`config.mk`:
```
export PLATFORM = sky130hd
export DESIGN_NAME = tg_tone_seq
export DESIGN_NICKNAME = d
export VERILOG_FILES = /design/src/common/tg_pkg.sv /design/src/verilog/tg_dtmf_map.sv /design/src/verilog/tg_tone_seq.sv
export SDC_FILE = /design/constraint.sdc
export NUM_CORES = 1
export LEC_CHECK = 0
export BUFFER_PORTS_ARGS = -buffer_cell sky130_fd_sc_hd__buf_4
export CAP_MARGIN = 20
export CORE_ASPECT_RATIO = 1.5
export CORE_MARGIN = 1.5
export CORE_UTILIZATION = 57
export CTS_CLUSTER_SIZE = 20
export DETAILED_ROUTE_END_ITERATION = 10
export PLACE_DENSITY = 0.75
export REMOVE_ABC_BUFFERS = 1
export SLEW_MARGIN = 30
export SYNTH_ARGS = -nofsm -noshare
export SYNTH_HDL_FRONTEND = slang
export SYNTH_SLANG_ARGS = --single-unit
```
`constraint.sdc`:
```
create_clock -name aclk -period 4.5 [get_ports aclk]
set_input_delay 0.45 -clock aclk [delete_from_list [all_inputs] [get_ports aclk]]
set_output_delay 0.45 -clock aclk [all_outputs]
set_load 0.01 [all_outputs]
```
`src/common/tg_pkg.sv`:
```
// Shared constants for the two-oscillator tone setup block
package tg_pkg;

  // ==========================================================================
  // Register indices (byte address is four times the index)
  // ==========================================================================
  localparam logic [9:0] IDX_CTRL = 10'h1c0; // Control: go, digit mode, clock enable
  localparam logic [9:0] IDX_A_HI = 10'h1c1; // Tone A pitch code bits 14:8
  localparam logic [9:0] IDX_A_LO = 10'h1c2; // Tone A pitch code bits 7:0
  localparam logic [9:0] IDX_B_HI = 10'h1c3; // Tone B pitch code bits 14:8
  localparam logic [9:0] IDX_B_LO = 10'h1c4; // Tone B pitch code bits 7:0
  localparam logic [9:0] IDX_A_LVL = 10'h1c5; // Tone A loudness
  localparam logic [9:0] IDX_B_LVL = 10'h1c6; // Tone B loudness
  localparam logic [9:0] IDX_ON_MS = 10'h1c7; // Present time in ms
  localparam logic [9:0] IDX_GAP_MS = 10'h1c8; // Gap time in ms
  localparam logic [9:0] IDX_COUNT = 10'h1c9; // Digit or burst count
  localparam logic [9:0] IDX_STATUS = 10'h1cf; // Sequencer state, read only
  localparam logic [9:0] IDX_DIGIT0 = 10'h1d0; // First packed digit pair
  localparam int DIGIT_PAIRS = 12; // Twelve bytes of packed digits
  localparam int MAX_COUNT = 24; // Most digits or bursts per run

  // ==========================================================================
  // Control field positions
  // ==========================================================================
  localparam int CTRL_GO_BIT = 0; // generate_go
  localparam int CTRL_DIGIT_BIT = 1; // digit_mode_select
  localparam int CTRL_CLKEN_BIT = 7; // Tone clock enable

  // ==========================================================================
  // Widths and reset values
  // ==========================================================================
  localparam int PITCH_HI_W = 7; // Upper pitch field width
  localparam int COUNT_W = 5; // Count field, bits 4:0
  localparam int FREQ_W = 20; // Output frequency in 0.1 Hz units
  localparam logic [7:0] BYTE_RST = 8'h00; // Reset of every byte register

  // ==========================================================================
  // Frequency law and level law
  // ==========================================================================
  localparam logic [4:0] PITCH_DHZ_STEP = 5'h19; // 2.5 Hz step, as 25 tenths
  localparam logic [8:0] LEVEL_ZERO_DB = 9'h03f; // Code 63 is 0 dBFS
  // DTMF rows and columns in 0.1 Hz units
  localparam logic [19:0] ROW0_DHZ = 20'h01b3a; // 697 Hz
  localparam logic [19:0] ROW1_DHZ = 20'h01e14; // 770 Hz
  localparam logic [19:0] ROW2_DHZ = 20'h02148; // 852 Hz
  localparam logic [19:0] ROW3_DHZ = 20'h024c2; // 941 Hz
  localparam logic [19:0] COL0_DHZ = 20'h02f3a; // 1209 Hz
  localparam logic [19:0] COL1_DHZ = 20'h03430; // 1336 Hz
  localparam logic [19:0] COL2_DHZ = 20'h039b2; // 1477 Hz
  localparam logic [19:0] COL3_DHZ = 20'h03fca; // 1633 Hz

  // ==========================================================================
  // Timing
  // ==========================================================================
  localparam int CLK_PERIOD_NS = 40; // 25 MHz core clock
  localparam int MS_NS = 1000000; // One millisecond in ns
  localparam int MS_CYCLES = MS_NS / CLK_PERIOD_NS; // Cycles per millisecond

  // ==========================================================================
  // Bus answers and sequencer states
  // ==========================================================================
  localparam logic [1:0] RESP_OKAY = 2'h0; // Normal answer
  localparam logic [1:0] RESP_SLVERR = 2'h2; // Unmapped address

  typedef enum logic [3:0] {
    ST_IDLE = 4'h1, // Nothing generated
    ST_ON = 4'h2, // Tone or digit present
    ST_GAP = 4'h4, // Silence between bursts
    ST_CONT = 4'h8 // Endless tone
  } tg_state_type;

endpackage : tg_pkg

```
`src/verilog/tg_dtmf_map.sv`:
```
// Four-bit digit code to row and column frequency lookup
`timescale 1ns/100ps
module tg_dtmf_map (
  input wire logic [3:0] code,
  output logic [19:0] row_dhz,
  output logic [19:0] col_dhz
);

  // ==========================================================================
  // Row selection
  // ==========================================================================
  // Codes 1-3 and D share the first row, 0 and A-C the bottom row
  always_comb
  begin
    unique case (code)
      4'h1, 4'h2, 4'h3, 4'hd: row_dhz = tg_pkg::ROW0_DHZ;
      4'h4, 4'h5, 4'h6, 4'he: row_dhz = tg_pkg::ROW1_DHZ;
      4'h7, 4'h8, 4'h9, 4'hf: row_dhz = tg_pkg::ROW2_DHZ;
      4'hb, 4'ha, 4'hc, 4'h0: row_dhz = tg_pkg::ROW3_DHZ;
    endcase
  end

  // ==========================================================================
  // Column selection
  // ==========================================================================
  // Every code is legal, so no default branch is needed
  always_comb
  begin
    unique case (code)
      4'h1, 4'h4, 4'h7, 4'hb: col_dhz = tg_pkg::COL0_DHZ;
      4'h2, 4'h5, 4'h8, 4'ha: col_dhz = tg_pkg::COL1_DHZ;
      4'h3, 4'h6, 4'h9, 4'hc: col_dhz = tg_pkg::COL2_DHZ;
      4'hd, 4'he, 4'hf, 4'h0: col_dhz = tg_pkg::COL3_DHZ;
    endcase
  end

endmodule : tg_dtmf_map

```
`src/verilog/tg_tone_seq.sv`:
```
// Tone generator setup registers and burst/digit sequencer with AXI4-Lite access
//
// Our own choice: the AXI4-Lite interface to the registers.
`timescale 1ns/100ps
module tg_tone_seq #(
  parameter int MS_CYCLES = tg_pkg::MS_CYCLES // Cycles per millisecond
) (
  input wire logic aclk,
  input wire logic aresetn,
  input wire logic [11:0] s_axi_awaddr,
  input wire logic s_axi_awvalid,
  output logic s_axi_awready,
  input wire logic [31:0] s_axi_wdata,
  input wire logic [3:0] s_axi_wstrb,
  input wire logic s_axi_wvalid,
  output logic s_axi_wready,
  output logic [1:0] s_axi_bresp,
  output logic s_axi_bvalid,
  input wire logic s_axi_bready,
  input wire logic [11:0] s_axi_araddr,
  input wire logic s_axi_arvalid,
  output logic s_axi_arready,
  output logic [31:0] s_axi_rdata,
  output logic [1:0] s_axi_rresp,
  output logic s_axi_rvalid,
  input wire logic s_axi_rready,
  output logic tone_clk_en,
  output logic tone_a_on,
  output logic [19:0] tone_a_freq_dhz,
  output logic signed [8:0] tone_a_gain_hdb,
  output logic tone_b_on,
  output logic [19:0] tone_b_freq_dhz,
  output logic signed [8:0] tone_b_gain_hdb
);

  // ==========================================================================
  // Declarations
  // ==========================================================================
  logic aw_full_q; // Write address held
  logic [9:0] aw_idx_q; // Held write word index
  logic w_full_q; // Write data held
  logic [7:0] w_byte_q; // Held low byte of write data
  logic w_lane0_q; // Held strobe of byte lane 0
  logic wr_fire; // Both halves present, answer slot free
  logic wr_hit; // Write lands on a mapped register
  logic [31:0] rd_word; // Read mux result
  logic rd_hit; // Read lands on a mapped register
  logic go_q; // generate_go
  logic digit_mode_select_q; // One for digits, zero for bursts
  logic clk_en_q; // Tone clock enable
  logic [6:0] a_hi_q; // first_pitch_code bits 14:8
  logic [7:0] a_lo_q; // first_pitch_code bits 7:0
  logic [6:0] b_hi_q; // second_pitch_code bits 14:8
  logic [7:0] b_lo_q; // second_pitch_code bits 7:0
  logic [7:0] a_lvl_q; // first_loudness_code
  logic [7:0] b_lvl_q; // second_loudness_code
  logic [7:0] on_ms_q; // Present time
  logic [7:0] gap_ms_q; // Gap time
  logic [4:0] count_q; // Digit or burst count
  logic [7:0] bank_q [tg_pkg::DIGIT_PAIRS]; // Packed digit bank
  tg_pkg::tg_state_type state_q; // Sequencer state
  tg_pkg::tg_state_type state_d; // Next sequencer state
  logic [15:0] div_q; // Millisecond divider
  logic tick_ms; // One-cycle pulse per millisecond
  logic [7:0] ms_q; // Milliseconds spent in the phase
  logic restart; // Next phase begins in the following cycle
  logic [4:0] left_q; // Bursts still to finish
  logic [4:0] idx_q; // Current digit number
  logic done; // Run finished this cycle
  logic run; // Go and clock enable both set
  logic cont_cfg; // Continuous configuration
  logic [4:0] eff_count; // Count clamped to the maximum
  logic [3:0] digit_code; // Nibble of the current digit
  logic [7:0] digit_byte; // Byte holding the current digit
  logic [19:0] row_dhz; // Current digit row frequency
  logic [19:0] col_dhz; // Current digit column frequency
  logic [14:0] a_code; // Full pitch code A
  logic [14:0] b_code; // Full pitch code B
  logic sounding; // Phase in which tones are heard
  logic on_end; // Last cycle of a present phase
  logic gap_end; // Last cycle of a silent phase

  // ==========================================================================
  // AXI4-Lite write channel
  // ==========================================================================
  // Address and data are caught separately so either may come first
  assign s_axi_awready = !aw_full_q && !s_axi_bvalid;
  assign s_axi_wready = !w_full_q && !s_axi_bvalid;
  assign wr_fire = aw_full_q && w_full_q && !s_axi_bvalid;

  // Holding register for the write address
  always_ff @(posedge aclk)
  begin
    if (!aresetn)
    begin
      aw_full_q <= 1'b0;
      aw_idx_q <= 10'h000;
    end
    else if (s_axi_awvalid && s_axi_awready)
    begin
      aw_full_q <= 1'b1;
      aw_idx_q <= s_axi_awaddr[11:2];
    end
    else if (wr_fire)
    begin
      aw_full_q <= 1'b0;
    end
  end

  // Holding register for the write data; only lane 0 carries bits
  always_ff @(posedge aclk)
  begin
    if (!aresetn)
    begin
      w_full_q <= 1'b0;
      w_byte_q <= tg_pkg::BYTE_RST;
      w_lane0_q <= 1'b0;
    end
    else if (s_axi_wvalid && s_axi_wready)
    begin
      w_full_q <= 1'b1;
      w_byte_q <= s_axi_wdata[7:0];
      w_lane0_q <= s_axi_wstrb[0];
    end
    else if (wr_fire)
    begin
      w_full_q <= 1'b0;
    end
  end

  // Map check for writes; the status word is read only and refuses writes
  always_comb
  begin
    wr_hit = (aw_idx_q >= tg_pkg::IDX_CTRL && aw_idx_q <= tg_pkg::IDX_COUNT)
      || (aw_idx_q >= tg_pkg::IDX_DIGIT0
      && aw_idx_q < tg_pkg::IDX_DIGIT0 + 10'(tg_pkg::DIGIT_PAIRS));
  end

  // Write answer, one cycle after both halves are present
  always_ff @(posedge aclk)
  begin
    if (!aresetn)
    begin
      s_axi_bvalid <= 1'b0;
      s_axi_bresp <= tg_pkg::RESP_OKAY;
    end
    else if (wr_fire)
    begin
      s_axi_bvalid <= 1'b1;
      s_axi_bresp <= wr_hit ? tg_pkg::RESP_OKAY : tg_pkg::RESP_SLVERR;
    end
    else if (s_axi_bready)
    begin
      s_axi_bvalid <= 1'b0;
    end
  end

  // ==========================================================================
  // Control register
  // ==========================================================================
  // A software write wins over the self-clear landing in the same cycle,
  // so a fresh start is never swallowed by the end of the previous run
  always_ff @(posedge aclk)
  begin
    if (!aresetn)
    begin
      go_q <= 1'b0;
      digit_mode_select_q <= 1'b0;
      clk_en_q <= 1'b0;
    end
    else if (wr_fire && w_lane0_q && aw_idx_q == tg_pkg::IDX_CTRL)
    begin
      go_q <= w_byte_q[tg_pkg::CTRL_GO_BIT];
      digit_mode_select_q <= w_byte_q[tg_pkg::CTRL_DIGIT_BIT];
      clk_en_q <= w_byte_q[tg_pkg::CTRL_CLKEN_BIT];
    end
    else if (done)
    begin
      go_q <= 1'b0;
    end
  end

  // ==========================================================================
  // Tone setup registers
  // ==========================================================================
  // Pitch codes are split high byte first at the lower index
  always_ff @(posedge aclk)
  begin
    if (!aresetn)
    begin
      a_hi_q <= tg_pkg::BYTE_RST[6:0];
      a_lo_q <= tg_pkg::BYTE_RST;
      b_hi_q <= tg_pkg::BYTE_RST[6:0];
      b_lo_q <= tg_pkg::BYTE_RST;
      a_lvl_q <= tg_pkg::BYTE_RST;
      b_lvl_q <= tg_pkg::BYTE_RST;
      on_ms_q <= tg_pkg::BYTE_RST;
      gap_ms_q <= tg_pkg::BYTE_RST;
      count_q <= tg_pkg::BYTE_RST[4:0];
    end
    else if (wr_fire && w_lane0_q)
    begin
      unique case (aw_idx_q)
        tg_pkg::IDX_A_HI: a_hi_q <= w_byte_q[6:0];
        tg_pkg::IDX_A_LO: a_lo_q <= w_byte_q;
        tg_pkg::IDX_B_HI: b_hi_q <= w_byte_q[6:0];
        tg_pkg::IDX_B_LO: b_lo_q <= w_byte_q;
        tg_pkg::IDX_A_LVL: a_lvl_q <= w_byte_q;
        tg_pkg::IDX_B_LVL: b_lvl_q <= w_byte_q;
        tg_pkg::IDX_ON_MS: on_ms_q <= w_byte_q;
        tg_pkg::IDX_GAP_MS: gap_ms_q <= w_byte_q;
        tg_pkg::IDX_COUNT: count_q <= w_byte_q[4:0];
        default: ; // Control, digits and unmapped handled elsewhere
      endcase
    end
  end

  // Digit bank, one generate entry per packed byte
  genvar gi;
  generate
    for (gi = 0; gi < tg_pkg::DIGIT_PAIRS; gi++)
    begin : g_bank
      always_ff @(posedge aclk)
      begin
        if (!aresetn)
        begin
          bank_q[gi] <= tg_pkg::BYTE_RST;
        end
        else if (wr_fire && w_lane0_q && aw_idx_q == tg_pkg::IDX_DIGIT0 + 10'(gi))
        begin
          bank_q[gi] <= w_byte_q;
        end
      end
    end
  endgenerate

  // ==========================================================================
  // AXI4-Lite read channel
  // ==========================================================================
  // Read data is registered; unused upper bits read as zero
  always_comb
  begin
    rd_word = 32'h0000_0000;
    rd_hit = 1'b1;
    unique case (s_axi_araddr[11:2])
      tg_pkg::IDX_CTRL: rd_word = 32'({clk_en_q, 5'h00, digit_mode_select_q, go_q});
      tg_pkg::IDX_A_HI: rd_word = 32'(a_hi_q);
      tg_pkg::IDX_A_LO: rd_word = 32'(a_lo_q);
      tg_pkg::IDX_B_HI: rd_word = 32'(b_hi_q);
      tg_pkg::IDX_B_LO: rd_word = 32'(b_lo_q);
      tg_pkg::IDX_A_LVL: rd_word = 32'(a_lvl_q);
      tg_pkg::IDX_B_LVL: rd_word = 32'(b_lvl_q);
      tg_pkg::IDX_ON_MS: rd_word = 32'(on_ms_q);
      tg_pkg::IDX_GAP_MS: rd_word = 32'(gap_ms_q);
      tg_pkg::IDX_COUNT: rd_word = 32'(count_q);
      tg_pkg::IDX_STATUS: rd_word = 32'({left_q, idx_q, state_q});
      default:
      begin
        if (s_axi_araddr[11:2] >= tg_pkg::IDX_DIGIT0
          && s_axi_araddr[11:2] < tg_pkg::IDX_DIGIT0 + 10'(tg_pkg::DIGIT_PAIRS))
        begin
          rd_word = 32'(bank_q[4'(s_axi_araddr[11:2] - tg_pkg::IDX_DIGIT0)]);
        end
        else
        begin
          rd_hit = 1'b0; // Unmapped
        end
      end
    endcase
  end

  // One read at a time; the answer stands until rready
  assign s_axi_arready = !s_axi_rvalid;

  // Read answer one cycle after the address is taken
  always_ff @(posedge aclk)
  begin
    if (!aresetn)
    begin
      s_axi_rvalid <= 1'b0;
      s_axi_rdata <= 32'h0000_0000;
      s_axi_rresp <= tg_pkg::RESP_OKAY;
    end
    else if (s_axi_arvalid && s_axi_arready)
    begin
      s_axi_rvalid <= 1'b1;
      s_axi_rdata <= rd_word;
      s_axi_rresp <= rd_hit ? tg_pkg::RESP_OKAY : tg_pkg::RESP_SLVERR;
    end
    else if (s_axi_rready)
    begin
      s_axi_rvalid <= 1'b0;
    end
  end

  // ==========================================================================
  // Millisecond timebase
  // ==========================================================================
  // Divider restarts with each phase so every phase but a zero present time is whole milliseconds
  assign tick_ms = (div_q == 16'(MS_CYCLES - 1));

  // Divider and phase millisecond counter
  always_ff @(posedge aclk)
  begin
    if (!aresetn || restart)
    begin
      div_q <= 16'h0000;
      ms_q <= 8'h00;
    end
    else if (tick_ms)
    begin
      div_q <= 16'h0000;
      ms_q <= ms_q + 8'h01;
    end
    else
    begin
      div_q <= div_q + 16'h0001;
    end
  end

  // ==========================================================================
  // Sequencer
  // ==========================================================================
  assign run = go_q && clk_en_q;
  // All three timing fields zero marks endless generation
  assign cont_cfg = (on_ms_q == 8'h00) && (gap_ms_q == 8'h00) && (count_q == 5'h00);
  // Counts beyond the bank size are clamped rather than wrapping the index
  assign eff_count = (count_q > 5'(tg_pkg::MAX_COUNT)) ? 5'(tg_pkg::MAX_COUNT) : count_q;
  // Phases end on the last cycle of their final millisecond, so each lasts whole ms;
  // a zero present time still costs one cycle, the shortest phase possible
  assign on_end = (on_ms_q == 8'h00) || (tick_ms && (ms_q + 8'h01 == on_ms_q));
  assign gap_end = tick_ms && (ms_q + 8'h01 == gap_ms_q);

  // Next state, phase restart and completion
  always_comb
  begin
    state_d = state_q;
    restart = 1'b0;
    done = 1'b0;
    unique case (state_q)
      tg_pkg::ST_IDLE:
      begin
        restart = 1'b1;
        if (run && cont_cfg)
        begin
          state_d = tg_pkg::ST_CONT;
        end
        else if (run && eff_count == 5'h00)
        begin
          done = 1'b1; // Nothing to send
        end
        else if (run)
        begin
          state_d = tg_pkg::ST_ON;
        end
      end
      tg_pkg::ST_ON:
      begin
        if (!run)
        begin
          state_d = tg_pkg::ST_IDLE;
        end
        else if (on_end)
        begin
          restart = 1'b1;
          if (left_q == 5'h01)
          begin
            done = 1'b1;
            state_d = tg_pkg::ST_IDLE;
          end
          else if (gap_ms_q != 8'h00)
          begin
            state_d = tg_pkg::ST_GAP;
          end
          else
          begin
            state_d = tg_pkg::ST_ON;
          end
        end
      end
      tg_pkg::ST_GAP:
      begin
        if (!run)
        begin
          state_d = tg_pkg::ST_IDLE;
        end
        else if (gap_end)
        begin
          restart = 1'b1;
          state_d = tg_pkg::ST_ON;
        end
      end
      tg_pkg::ST_CONT:
      begin
        if (!run || !cont_cfg)
        begin
          state_d = tg_pkg::ST_IDLE;
        end
      end
      default:
      begin
        state_d = tg_pkg::ST_IDLE; // Recover from an illegal code
      end
    endcase
  end

  // State register
  always_ff @(posedge aclk)
  begin
    if (!aresetn)
    begin
      state_q <= tg_pkg::ST_IDLE;
    end
    else
    begin
      state_q <= state_d;
    end
  end

  // Burst counting and digit index; the index advances as each burst but the last ends
  always_ff @(posedge aclk)
  begin
    if (!aresetn)
    begin
      left_q <= 5'h00;
      idx_q <= 5'h00;
    end
    else if (state_q == tg_pkg::ST_IDLE)
    begin
      left_q <= eff_count;
      idx_q <= 5'h00;
    end
    else if (state_q == tg_pkg::ST_ON && run && on_end && left_q != 5'h01)
    begin
      left_q <= left_q - 5'h01;
      idx_q <= idx_q + 5'h01;
    end
  end

  // ==========================================================================
  // Frequency and level outputs
  // ==========================================================================
  // Even digit in the high nibble, odd digit in the low nibble
  assign digit_byte = bank_q[idx_q[4:1]];
  assign digit_code = idx_q[0] ? digit_byte[3:0] : digit_byte[7:4];

  tg_dtmf_map i_tg_dtmf_map (
    .code(digit_code),
    .row_dhz(row_dhz),
    .col_dhz(col_dhz)
  );

  assign a_code = {a_hi_q, a_lo_q};
  assign b_code = {b_hi_q, b_lo_q};
  assign sounding = (state_q == tg_pkg::ST_ON) || (state_q == tg_pkg::ST_CONT);

  // Registered tone outputs; codes above the valid range are passed unchecked
  always_ff @(posedge aclk)
  begin
    if (!aresetn)
    begin
      tone_clk_en <= 1'b0;
      tone_a_on <= 1'b0;
      tone_b_on <= 1'b0;
      tone_a_freq_dhz <= 20'h00000;
      tone_b_freq_dhz <= 20'h00000;
      tone_a_gain_hdb <= 9'sh000;
      tone_b_gain_hdb <= 9'sh000;
    end
    else
    begin
      tone_clk_en <= clk_en_q;
      tone_a_gain_hdb <= signed'({1'b0, a_lvl_q} - tg_pkg::LEVEL_ZERO_DB);
      tone_b_gain_hdb <= signed'({1'b0, b_lvl_q} - tg_pkg::LEVEL_ZERO_DB);
      if (digit_mode_select_q)
      begin
        tone_a_freq_dhz <= row_dhz;
        tone_b_freq_dhz <= col_dhz;
        tone_a_on <= sounding;
        tone_b_on <= sounding;
      end
      else
      begin
        tone_a_freq_dhz <= 20'(a_code * tg_pkg::PITCH_DHZ_STEP);
        tone_b_freq_dhz <= 20'(b_code * tg_pkg::PITCH_DHZ_STEP);
        tone_a_on <= sounding && (a_code != 15'h0000);
        tone_b_on <= sounding && (b_code != 15'h0000);
      end
    end
  end

endmodule : tg_tone_seq
```
Word level (Yosys, flattened, before mapping)

Memories as Yosys holds them, arrays and structs flattened. A register that Yosys moved wholly into a read port is not among the register bits.
Index checks and enable logic that the tools add are counted.

Add/sub/neg operators: 7
Multipliers: 2
Divide/modulo/power cells: 0
Order comparisons: 7
Equality and inequality tests: 47
Shifts and indexed selects: 0
Multiplexer cells: 96
Bitwise operators: 13
Reductions and logical operators: 74

Operators with widths:

| kind                  | number |
|---|---|
| $eq 10x9->1 const B   | 33 |
| $pmux 14 s11          | 1 |
| $mux 8                | 13 |
| $mux 1                | 59 |
| $mux 4                | 11 |
| $mul 15x5->20 const B | 2 |
| $mux 20               | 2 |
| $logic_and 1x1->1     | 36 |
| $ge 10x9->1 const B   | 3 |
| $reduce_bool 15->1    | 2 |
| $lt 10x9->1 const B   | 2 |
| $reduce_and 2->1      | 9 |
| $sub 8x6->9 const B   | 2 |
| $add 16x1->16 const B | 1 |
| $eq 16x15->1 const B  | 1 |
| $eq 8x8->1            | 2 |
| $logic_not 8->1       | 2 |
| $pmux 4 s4            | 1 |
| $mux 5                | 3 |
| $ne 3x3->1 const B    | 4 |
| $or 1x1->1            | 12 |
| $reduce_bool 2->1     | 6 |
| $reduce_or 11->1      | 1 |
| $le 10x9->1 const B   | 1 |
| 23 further kinds      | 37 |

Register bits after elaboration: 228
Latch bits: 0
Bits in writable memories: 96
Memory bits (read-only): 384
Output and inout port bits: 102
Logic and storage cells: 283
Memories kept: 3

Memories:

| memory          | words | bits a word | read ports | clocked after memory_dff | write ports | RTL line          | RTL |
|---|---|---|---|---|---|---|---|
| (no name shown) | 16    | 13          | 1          | 0                        | 0           | tg_dtmf_map.sv:15 | `unique case (code)` |
| (no name shown) | 16    | 11          | 1          | 0                        | 0           | tg_dtmf_map.sv:29 | `unique case (code)` |
| bank_q          | 12    | 8           | 2          | 1                        | 12          | tg_tone_seq.sv:60 | `logic [7:0] bank_q [tg_pkg::DIGIT_PAIRS];` |

Logic depth before layout (Yosys ltp)

Gate-level depths: netlist of the first run.

Depth after elaboration: 9
Depth in mapped cells: 14

Cells and area by module

A second synthesis of the first run with hierarchy kept.

Cells, all modules: 1951
Area total of the unflattened synthesis: 18385.1 sq um

By module, submodules not included:

| module      | instances | cells each | area each (sq um) | seq. area each (sq um) |
|---|---|---|---|---|
| tg_tone_seq | 1         | 1865       | 17748.3           | 7126.8 |
| tg_dtmf_map | 1         | 86         | 636.9             | 0.0 |

Worst setup path after synthesis of the first run

No wires, ideal clock.

Path type: reg2reg
Start: register a_lo_q[2]
End: register tone_a_freq_dhz[18]
Library setup time: 72 ps
Arrival: 3302 ps
Data required time: 4428 ps
Slack: 1126 ps
Stages on the path, launching flop included: 13
Buffers on the path: 0
Clock period less this slack: 3374 ps
Cells stage by stage: dfxtp_1 > inv_1 > ha_1 > ha_1 > fa_1 > ha_1 > a211o_1 > o211ai_1 > a21oi_1 > a41o_1 > o41a_1 > a31oi_1 > mux2i_1

Longest elaborated chain between the ends: 2

RTL lines:

| element                | RTL line           | RTL |
|---|---|---|
| from (decl)            | tg_tone_seq.sv:52  | `logic [7:0] a_lo_q;` |
| from (signal assigned) | tg_tone_seq.sv:192 | `a_lo_q <= tg_pkg::BYTE_RST;` |
| from (signal assigned) | tg_tone_seq.sv:205 | `tg_pkg::IDX_A_LO: a_lo_q <= w_byte_q;` |
| $mul 15x5->20          | tg_tone_seq.sv:484 | `tone_a_freq_dhz <= 20'(a_code * tg_pkg::PITCH_DHZ_STEP);` |
| $mux 20                | tg_tone_seq.sv:475 | `if (digit_mode_select_q)` |
| to (signal assigned)   | tg_tone_seq.sv:477 | `tone_a_freq_dhz <= row_dhz;` |
| to (signal assigned)   | tg_tone_seq.sv:484 |  |
| to (decl)              | tg_tone_seq.sv:29  | `output logic [19:0] tone_a_freq_dhz,` |

No other way between the ends.
A chain may end at the register's enable or synchronous reset.

Final worst setup path of the first run

Start: register a_lo_q[2]
End: register tone_a_freq_dhz[19]

Same word-level chain as after synthesis.

==> results of run 1 <==
cells in the mapped netlist, drive strengths merged (8+ instances only):
master / n
nand3: 58
nand2: 152
a22oi: 13
dfxtp: 212
nand4: 12
edfxtp: 96
nor4: 20
mux2i: 80
a22o: 9
fa: 20
a21o: 8
buf: 38
a211oi: 8
mux4: 52
xnor2: 39
xor2: 34
and3: 13
o21ai: 73
nand3b: 8
nand2b: 19
and2: 118
a21oi: 41
ha: 128
nor2: 86
nor3: 40
inv: 112
a31oi: 17
nor2b: 78
a21boi: 40
clkbuf: 92
cells by family (layout without fill, tap and decap cells):
logic type,after synthesis,in the layout,synth area share [%]
AOI/OAI and AO/OA,276,276,10.3
other,1,20,0.0206
and+or+nand+nor,646,646,18.9
adders and majority gates,148,148,11.0
xor gates and xnor gates,77,77,4.01
muxes,137,137,11.1
buffers and inverters,242,310,5.52
DFF,308,308,39.2
worst max path at each step:
stage / endpoint / start / cells past startpoint / slack, ps
CTS: tone_a_freq_dhz[19] / a_lo_q[2] / 12 / 750
detailed placement: tone_a_freq_dhz[19] / a_lo_q[2] / 12 / 790
floorplan: tone_a_freq_dhz[18] / a_lo_q[2] / 12 / 1130
global route: tone_b_freq_dhz[19] / b_lo_q[4] / 13 / 520
global placement: tone_a_freq_dhz[19] / a_lo_q[2] / 12 / 840
finish: tone_a_freq_dhz[19] / a_lo_q[2] / 12 / 730
power breakdown:
group / switching, W / internal, W
Clock: 0.00115 / 0.00155
Combinational: 0.000218 / 0.000155
Sequential: 0.0000821 / 0.00292
Total: 0.00145 / 0.00462
sequential cells by signal (all words and copies together), names as in the netlist, 9 cells and up, named ones only:
| register | flops |
|---|---|
| bank_q | 96 |
| tone_a_freq_dhz | 20 |
| tone_b_freq_dhz | 20 |
| div_q | 16 |
| s_axi_rdata | 14 |
| aw_idx_q | 10 |
| tone_a_gain_hdb | 9 |
| tone_b_gain_hdb | 9 |
worst max-delay path, stage by stage, from the launching register on:
cell	delay, ps
dfxtp_1	450
inv_1	100
ha_1	310
ha_1	310
fa_1	460
ha_1	380
o21ai_0	140
o21ai_0	280
a41oi_1	190
a211o_1	310
o21ai_0	390
a21oi_1	120
nand4b_1	190
final cells by class:
| class | count | area, µm² |
|---|---|---|
| Clock buffer | 33 | 782 |
| Clock inverter | 23 | 280 |
| Fill cell | 2578 | 11300 |
| Inverter | 112 | 420 |
| Multi-Input combinational cell | 1304 | 10200 |
| Sequential cell | 308 | 7130 |
| Tap cell | 410 | 513 |
| Timing Repair Buffer | 142 | 1070 |
metal layers:
metal	global-route usage (%)	wire length (µm)
met1	33.4	17400
met2	49.4	23700
met3	4.01	2910
met4	16.2	2760
met5	0	0
cell usage in the layout, fill, tap and decap left out, types with 19 or more instances in the layout:
cell,Yosys,layout
nor2b_1,78,78
a21oi_1,41,41
a21boi_0,39,39
fa_1,20,20
o21ai_0,69,64
inv_1,112,114
conb_1,1,20
xnor2_1,39,39
nand2b_1,19,19
mux4_2,52,52
nand3_1,57,57
and2_1,118,118
buf_4,21,142
nor3_1,40,39
nor2_1,86,86
edfxtp_1,96,96
nand2_1,152,152
ha_1,128,128
xor2_1,34,34
dfxtp_1,212,207
mux2i_1,80,80
clkbuf_16,0,30
metrics by stage:
step | cell area, µm² | util [%]
4_1_cts | 20400 | 64.3
5_1_grt | 20400 | 64.4
6_report | 20400 | 64.4
2_1_floorplan | 17700 | -
3_5_place_dp | 19300 | 61.0
3_3_place_gp | 19300 | 60.9
==> results.tsv, run 1 <==
metric	value	unit
Hold EP	s_axi_rvalid	
DRC Markers	0	
vias per cell	5.98	
CP Class	reg2reg	
antenna violations before repair	0	
R2R depth	12	
cell taking the most area after synthesis	dfxtp_1	
DIE WIDTH	149	µm
Startpoint Class	flop	
via count	13900	
Peak supply drop	0.297	mV
fin nets	2113	
ANT nets after route	0	
post-layout minimum cycle time	3770	ps
RSZ-0062 raised after global routing	false	
CP endpoint kind	flop	
hold path depth	2	
status	completed	
Max Clock Skew	41.7	ps
RR Startpoint	a_lo_q[2]	
Post-synth top flop	dfxtp_1	
crit share post-route	83.7	%
max_cap viols	0	
Distinct cells, synth	76	
PostCTS Resize Cnt	0	
Leak	8.83	nW
first-pass GRT wire length	73600	µm
Mean Syn Cell Area	9.92	µm²
Core Rows	80	
RR Endpoint	tone_a_freq_dhz[19]	
I/O Buffers	117	
vias in the first global route	13800	
r2r setup slk	730	ps
flops & latches, synth	308	
Syn Inst Count	1835	
setup repair bufs after CTS	0	
Yosys Warn Count	0	
largest net degree at the start of global routing	91	
H-tree Lvls	1	
Tot Pwr	0.00607	W
number of hold violations in the final report	0	
Worst-Skew Late Latency	610	ps
Synth Cell Area	18200	µm²
hold path start	s_axi_arvalid	
P per Cell Area	298	nW/µm²
Seq/Total Area, Yosys	39.2	%
Die ar.	33000	µm²
CTS Buf Count	30	
TritonCTS clock tree	built	
smallest hold slack	85.7	ps
Max Fclk	265	MHz
WP data required	4960	ps
Clock Path Buffers	3	
WL/cell	20.0	µm
Worst-Margin Slew	1020	ps
Worst Path Max Fanout	5	
ant diodes	0	
Initial Util	57.6	%
routability cong.	1.02	
worst rel slew slack	32.2	%
ranking of synthesized cells by area	dfxtp_1 (23%), edfxtp_1 (16%), ha_1 (8.8%)	
Die Ht	222	µm
Final TNS setup	0	ps
Yosys top cell area share	23.3	%
Area growth syn-to-layout	11.8	%
hold buffer count at CTS	0	
worst min path class	in2reg	
dpl hpwl	33200	µm
layout cells sized above 1	14.0	%
Core ar.	31600	µm²
drt first pass iters	6	
Post-synth EDFFs	96	
initial drt markers	987	
FFs w/ async S/R, synth	0	%
worst setup margin	734	ps
grt ovf	0	
total track usage	28.5	%
Clock Sinks	308	
WL final	46800	µm
# IOs	169	
fin cells	2332	
crit path DAT	4230	ps
clock slew at reported path FFs	70	ps
count of pins over their slew limit	0	
placed cell count	2276	
pre-CTS WS	788	ps
final setup fails	0	
CTS root buf	clkbuf_16	
Power figures use the tool's default switching activity.
==> run 2, diff against run 1 <==
Settings changed: CORE_UTILIZATION 57 to 55, PLACE_DENSITY 0.75 to 0.76.
Clock period 4.5 ns to 3.2 ns, I/O delays scaled along.
==> run 2 against run 1 <==
Net effect:
- the run now ends with setup timing left
- via count is 3.4% higher
- core utilization is 2.7 points higher
- count of clock-buffer cells in the layout is 6 higher
- global-route usage is 0.27 points higher
- combinational power is 48% higher
- power is 43% higher
- clock skew is 21 ps lower
- critical path type unchanged
- critical endpoint is now tone_a_freq_dhz[17]
==> results.tsv, run 2 (same netlist as run 1, synthesis figures left out) <==
metric	value	unit
most frequent cells in the layout	buf_4 (243), dfxtp_1 (193), nand2_1 (152)	
Clock Sinks	308	
H-tree Lvls	1	
Final Instance Area	21900	µm²
worst min path class	in2reg	
met2 global-route usage	50.3	%
crit path DAT	3740	ps
Area growth syn-to-layout	20.2	%
layout cells sized above 1	21.7	%
TritonCTS clock tree	built	
Core ar.	32600	µm²
largest net degree at the start of global routing	92	
Die ar.	34200	µm²
dpl hpwl	35100	µm
Max Fclk	307	MHz
top flop regs	bank_q x96, tone_a_freq_dhz x20, tone_b_freq_dhz x20	
Global Route met1 Usage	32.3	%
WP data required	3680	ps
Worst-Margin Slew	1040	ps
worst rel slew slack	30.2	%
Max Clock Skew	20.6	ps
vias per cell	5.84	
routability cong.	0.972	
Clock Path Buffers	3	
Worst-Skew Late Latency	600	ps
max_cap viols	0	
initial drt markers	1019	
Core Rows	81	
first-pass GRT wire length	76100	µm
post-layout minimum cycle time	3260	ps
CTS Buf Count	31	
Area after DPL	20100	µm²
clock slew at reported path FFs	70	ps
Initial Util	55.8	%
CP Class	reg2reg	
ANT nets after route	0	
grt ovf	0	
total track usage	28.8	%
worst setup margin	-58.4	ps
fin nets	2241	
failing checks	setup timing	
WL/cell	19.9	µm
drt first pass iters	7	
status	complete, but fails checks	
# IOs	169	
RSZ-0062 raised after global routing	true	
Die Ht	226	µm
Startpoint Class	flop	
final setup fails	1	
P per Cell Area	398	nW/µm²
WL final	49000	µm
vias in the first global route	14400	
crit share post-route	102	%
GR Layer Usage met3	4.20	%
most common cell after layout, fill and taps aside	buf_4	
Tot Pwr	0.00871	W
DRC Markers	0	
Core Util, Final	67.0	%
antenna violations before repair	0	
max reg flops	96	
Peak supply drop	0.425	mV
Most Crowded Layer GR	met2	
CP endpoint kind	flop	
Worst Path Max Fanout	4	
I/O Buffers	117	
number of hold violations in the final report	0	
DIE WIDTH	152	µm
CTS root buf	clkbuf_16	
via count	14400	
Biggest register	bank_q	
Leak	9.44	nW
count of pins over their slew limit	0	
run 2: cell types whose count changed in the layout (fill, tap and decap cells not counted), moves of 6 or more:
cell	change
dlygate4sd3_1	+19
inv_1	-8
dfxtp_1	-14
a21oi_1	-8
inv_2	+7
ha_1	-23
a21oi_2	+7
ha_4	+19
dfxtp_4	+6
dfxtp_2	+8
buf_4	+101
run 2: path summary, 6_finish.rpt:
path                    from                   to  slack (ps)  depth (start not counted)
max                a_lo_q[6]  tone_a_freq_dhz[17]         -60                         15
min reg2reg      aw_idx_q[5]          aw_idx_q[5]         470                          2
min          s_axi_awaddr[2]          aw_idx_q[0]           9                          3
max reg2reg        a_lo_q[6]  tone_a_freq_dhz[17]         -60                         15
run 2: metal layers:
metal  share of wire [%]  wire length (µm)
met1                  37             18100
met2                  50             24700
met3                 5.9              2870
met4                 6.7              3290
met5                   0                 0
run 2: layout make-up:
type / count / area (µm²)
fillers: 2447 / 10800
multi-input cells: 1304 / 10500
flip-flops and latches: 308 / 7170
repair buffers: 269 / 2130
clock buffers: 39 / 888
well taps: 415 / 519
inverters: 112 / 420
clock inverters: 19 / 231
diodes: 1 / 2.50
run 2: repair_timing:
item | in CTS | in global routing
hold buffers | 19 | 0
buffers inserted | 1 | 8
resized for setup | 29 | 52
cloned | 0 | 0
setup endpoints to repair | 10 | 12
endpoints found under the hold margin | 19 | 0
pin swaps | 15 | 19
run 2: stage by stage:
stage | std cells | hold WS [ps] | worst slack, ps | setup TNS [ps]
finish | 2467 | 9.11 | -58.4 | -58.4
CTS | 2458 | 1.28 | 2.08 | 0
global placement | 2380 | 453 | -196 | -682
detailed placement | 2380 | 459 | -317 | -1280
floorplan | 1724 | 437 | -174 | -1590
global route | 2466 | 11.5 | -177 | -571
run 2: power breakdown:
| group | internal [W] | switching [W] |
|---|---|---|
| clock network | 0.00231 | 0.00163 |
| logic | 0.000242 | 0.000308 |
| registers | 0.00410 | 0.000117 |
run 2: worst max-delay path, cell delays in order (launching register included):
cell     delay (ps)
dfxtp_2         340
buf_6           100
inv_1            50
ha_1            320
ha_1            280
inv_1            50
fa_1            510
inv_2            50
ha_4            270
o311a_4         200
a41oi_2         140
a211o_1         310
o21ai_2         190
buf_4           150
xnor2_1         110
nor2_1           80
==> run 3, diff against run 2 <==
Settings changed: RECOVER_POWER set to 50.
==> run 3 against run 2 <==
Net effect:
- wire length rose by 0.33%
- critical endpoint unchanged
- count of clock-buffer cells in the layout did not move
- core utilization is 1.1 points lower
- largest power group unchanged
- the run ends with capacitance limit, slew limit, setup timing left
==> results.tsv, run 3 (same netlist as run 1, synthesis figures left out) <==
metric	value	unit
I/O Buffers	117	
Fillers	2524	
drt first pass iters	6	
most frequent cells in the layout	dfxtp_1 (193), nand2_1 (152), buf_4 (149)	
vias per cell	5.87	
Worst Path Max Fanout	4	
worst rel slew slack	-50.2	%
max_cap viols	1	
Core ar.	32600	µm²
Core Rows	81	
crit path DAT	3730	ps
Worst-Skew Late Latency	600	ps
Startpoint Class	flop	
Max Fclk	307	MHz
Leak	9.05	nW
vias in the first global route	14400	
CP Class	reg2reg	
post-layout minimum cycle time	3250	ps
worst setup margin	-52.2	ps
RSZ-0062 raised after global routing	true	
P_int	0.00663	W
Sequential Power Share	48.5	%
DRC Markers	0	
first-pass GRT wire length	76100	µm
Worst-Margin Slew	2250	ps
Sw Share	23.7	%
Clock Path Buffers	3	
CTS root buf	clkbuf_16	
P per Cell Area	404	nW/µm²
# IOs	169	
Worst path max stage delay	510	ps
largest net degree at the start of global routing	92	
CP endpoint kind	flop	
top flop regs	bank_q x96, tone_a_freq_dhz x20, tone_b_freq_dhz x20	
DIE WIDTH	152	µm
WL final	49100	µm
slowest CP cell	fa_1	
Area after DPL	20100	µm²
Clock Sinks	308	
CTS Buf Count	31	
WP data required	3680	ps
most common cell after layout, fill and taps aside	dfxtp_1	
worst min path class	in2reg	
Core Util, Final	65.9	%
Final TNS setup	-52.2	ps
crit share post-route	102	%
fin nets	2241	
Die Ht	226	µm
layout cells sized above 1	17.2	%
critical-path cell list	buf_6 > inv_1 > ha_1 > ha_1 > inv_1 > fa_1 > inv_2 > ha_4 > o311a_4 > a41oi_2 > a211o_1 > o21ai_2 > buf_4 > xnor2_1 > nor2_1	
failing checks	capacitance limit, slew limit, setup timing	
Max Clock Skew	20.3	ps
dpl hpwl	35100	µm
Peak supply drop	0.422	mV
initial drt markers	1062	
number of hold violations in the final report	0	
Area growth syn-to-layout	18.2	%
TritonCTS clock tree	built	
grt ovf	0	
Biggest register	bank_q	
smallest hold slack	11.7	ps
max reg flops	96	
status	complete, but fails checks	
count of pins over their slew limit	52	
H-tree Lvls	1	
WL/cell	19.9	µm
routability cong.	0.972	
P_sw	0.00206	W
clock share of power	45.4	%
total track usage	28.8	%
via count	14500	
Die ar.	34200	µm²
Gate power share	6.1	%
ANT nets after route	0	
Initial Util	55.8	%
final setup fails	1	
antenna violations before repair	0	
Final Instance Area	21500	µm²
clock slew at reported path FFs	70	ps
==> run 3: power by group through the flow <==
stage               sequential [W]  combinational, W  clock, W
floorplan                  0.00425          0.000281         0
global placement           0.00429          0.000514         0
detailed placement         0.00430          0.000521         0
CTS                        0.00422          0.000542   0.00398
global route               0.00422          0.000575   0.00414
finish                     0.00421          0.000528   0.00395
==> run 3: worst paths after layout <==
kind / from / endpoint / slack [ps] / cells after the start
setup / recovery: a_lo_q[6] / tone_a_freq_dhz[17] / -50 / 15
hold / removal: s_axi_awaddr[2] / aw_idx_q[0] / 10 / 3
setup reg to reg: a_lo_q[6] / tone_a_freq_dhz[17] / -50 / 15
hold reg to reg: aw_idx_q[5] / aw_idx_q[5] / 470 / 2
==> run 3: what timing repair did <==
action                                  in CTS  in global routing
setup buffers                                1                  8
endpoints found under the setup margin      10                 12
endpoints found under the hold margin       19                  0
gates resized for setup                     29                 52
hold buffers                                19                  0
pin swaps                                   15                 19
==> run 3: stage by stage <==
step | total power, W | instances | setup WS, ps
5_1_grt | 0.00894 | 2466 | -177
6_report | 0.00869 | 2467 | -52.2
3_5_place_dp | 0.00482 | 2380 | -317
4_1_cts | 0.00874 | 2458 | 2.08
3_3_place_gp | 0.00481 | 2380 | -196
2_1_floorplan | 0.00453 | 1724 | -174
==> run 3: layout make-up <==
class	instances	area, µm²	share of cell area, %
multi-input combinational	1304	10500	48.9
sequential	308	7170	33.3
timing repair buffer	269	1760	8.20
clock buffer	39	888	4.13
tap	415	519	2.41
inverter	112	420	1.95
clock inverter	19	231	1.08
antenna	1	2.50	0.0116
==> run 3: routing by layer <==
layer	GRT usage [%]	vias up	part of all wire [%]
met5	0	-	0
met4	18.3	0	6.6
met3	4.20	179	5.5
met2	50.3	566	51
met1	32.3	6890	37
li1	-	6837	-
==> run 3: critical path, delay by kind of cell (launching register included) <==
kind	cells	cell delay [ps]
xor gates and xnor gates	1	110
DFF	1	340
and+or+nand+nor	1	80
adders and majority gates	4	1380
buffers and inverters	5	400
AOI/OAI and AO/OA	4	830
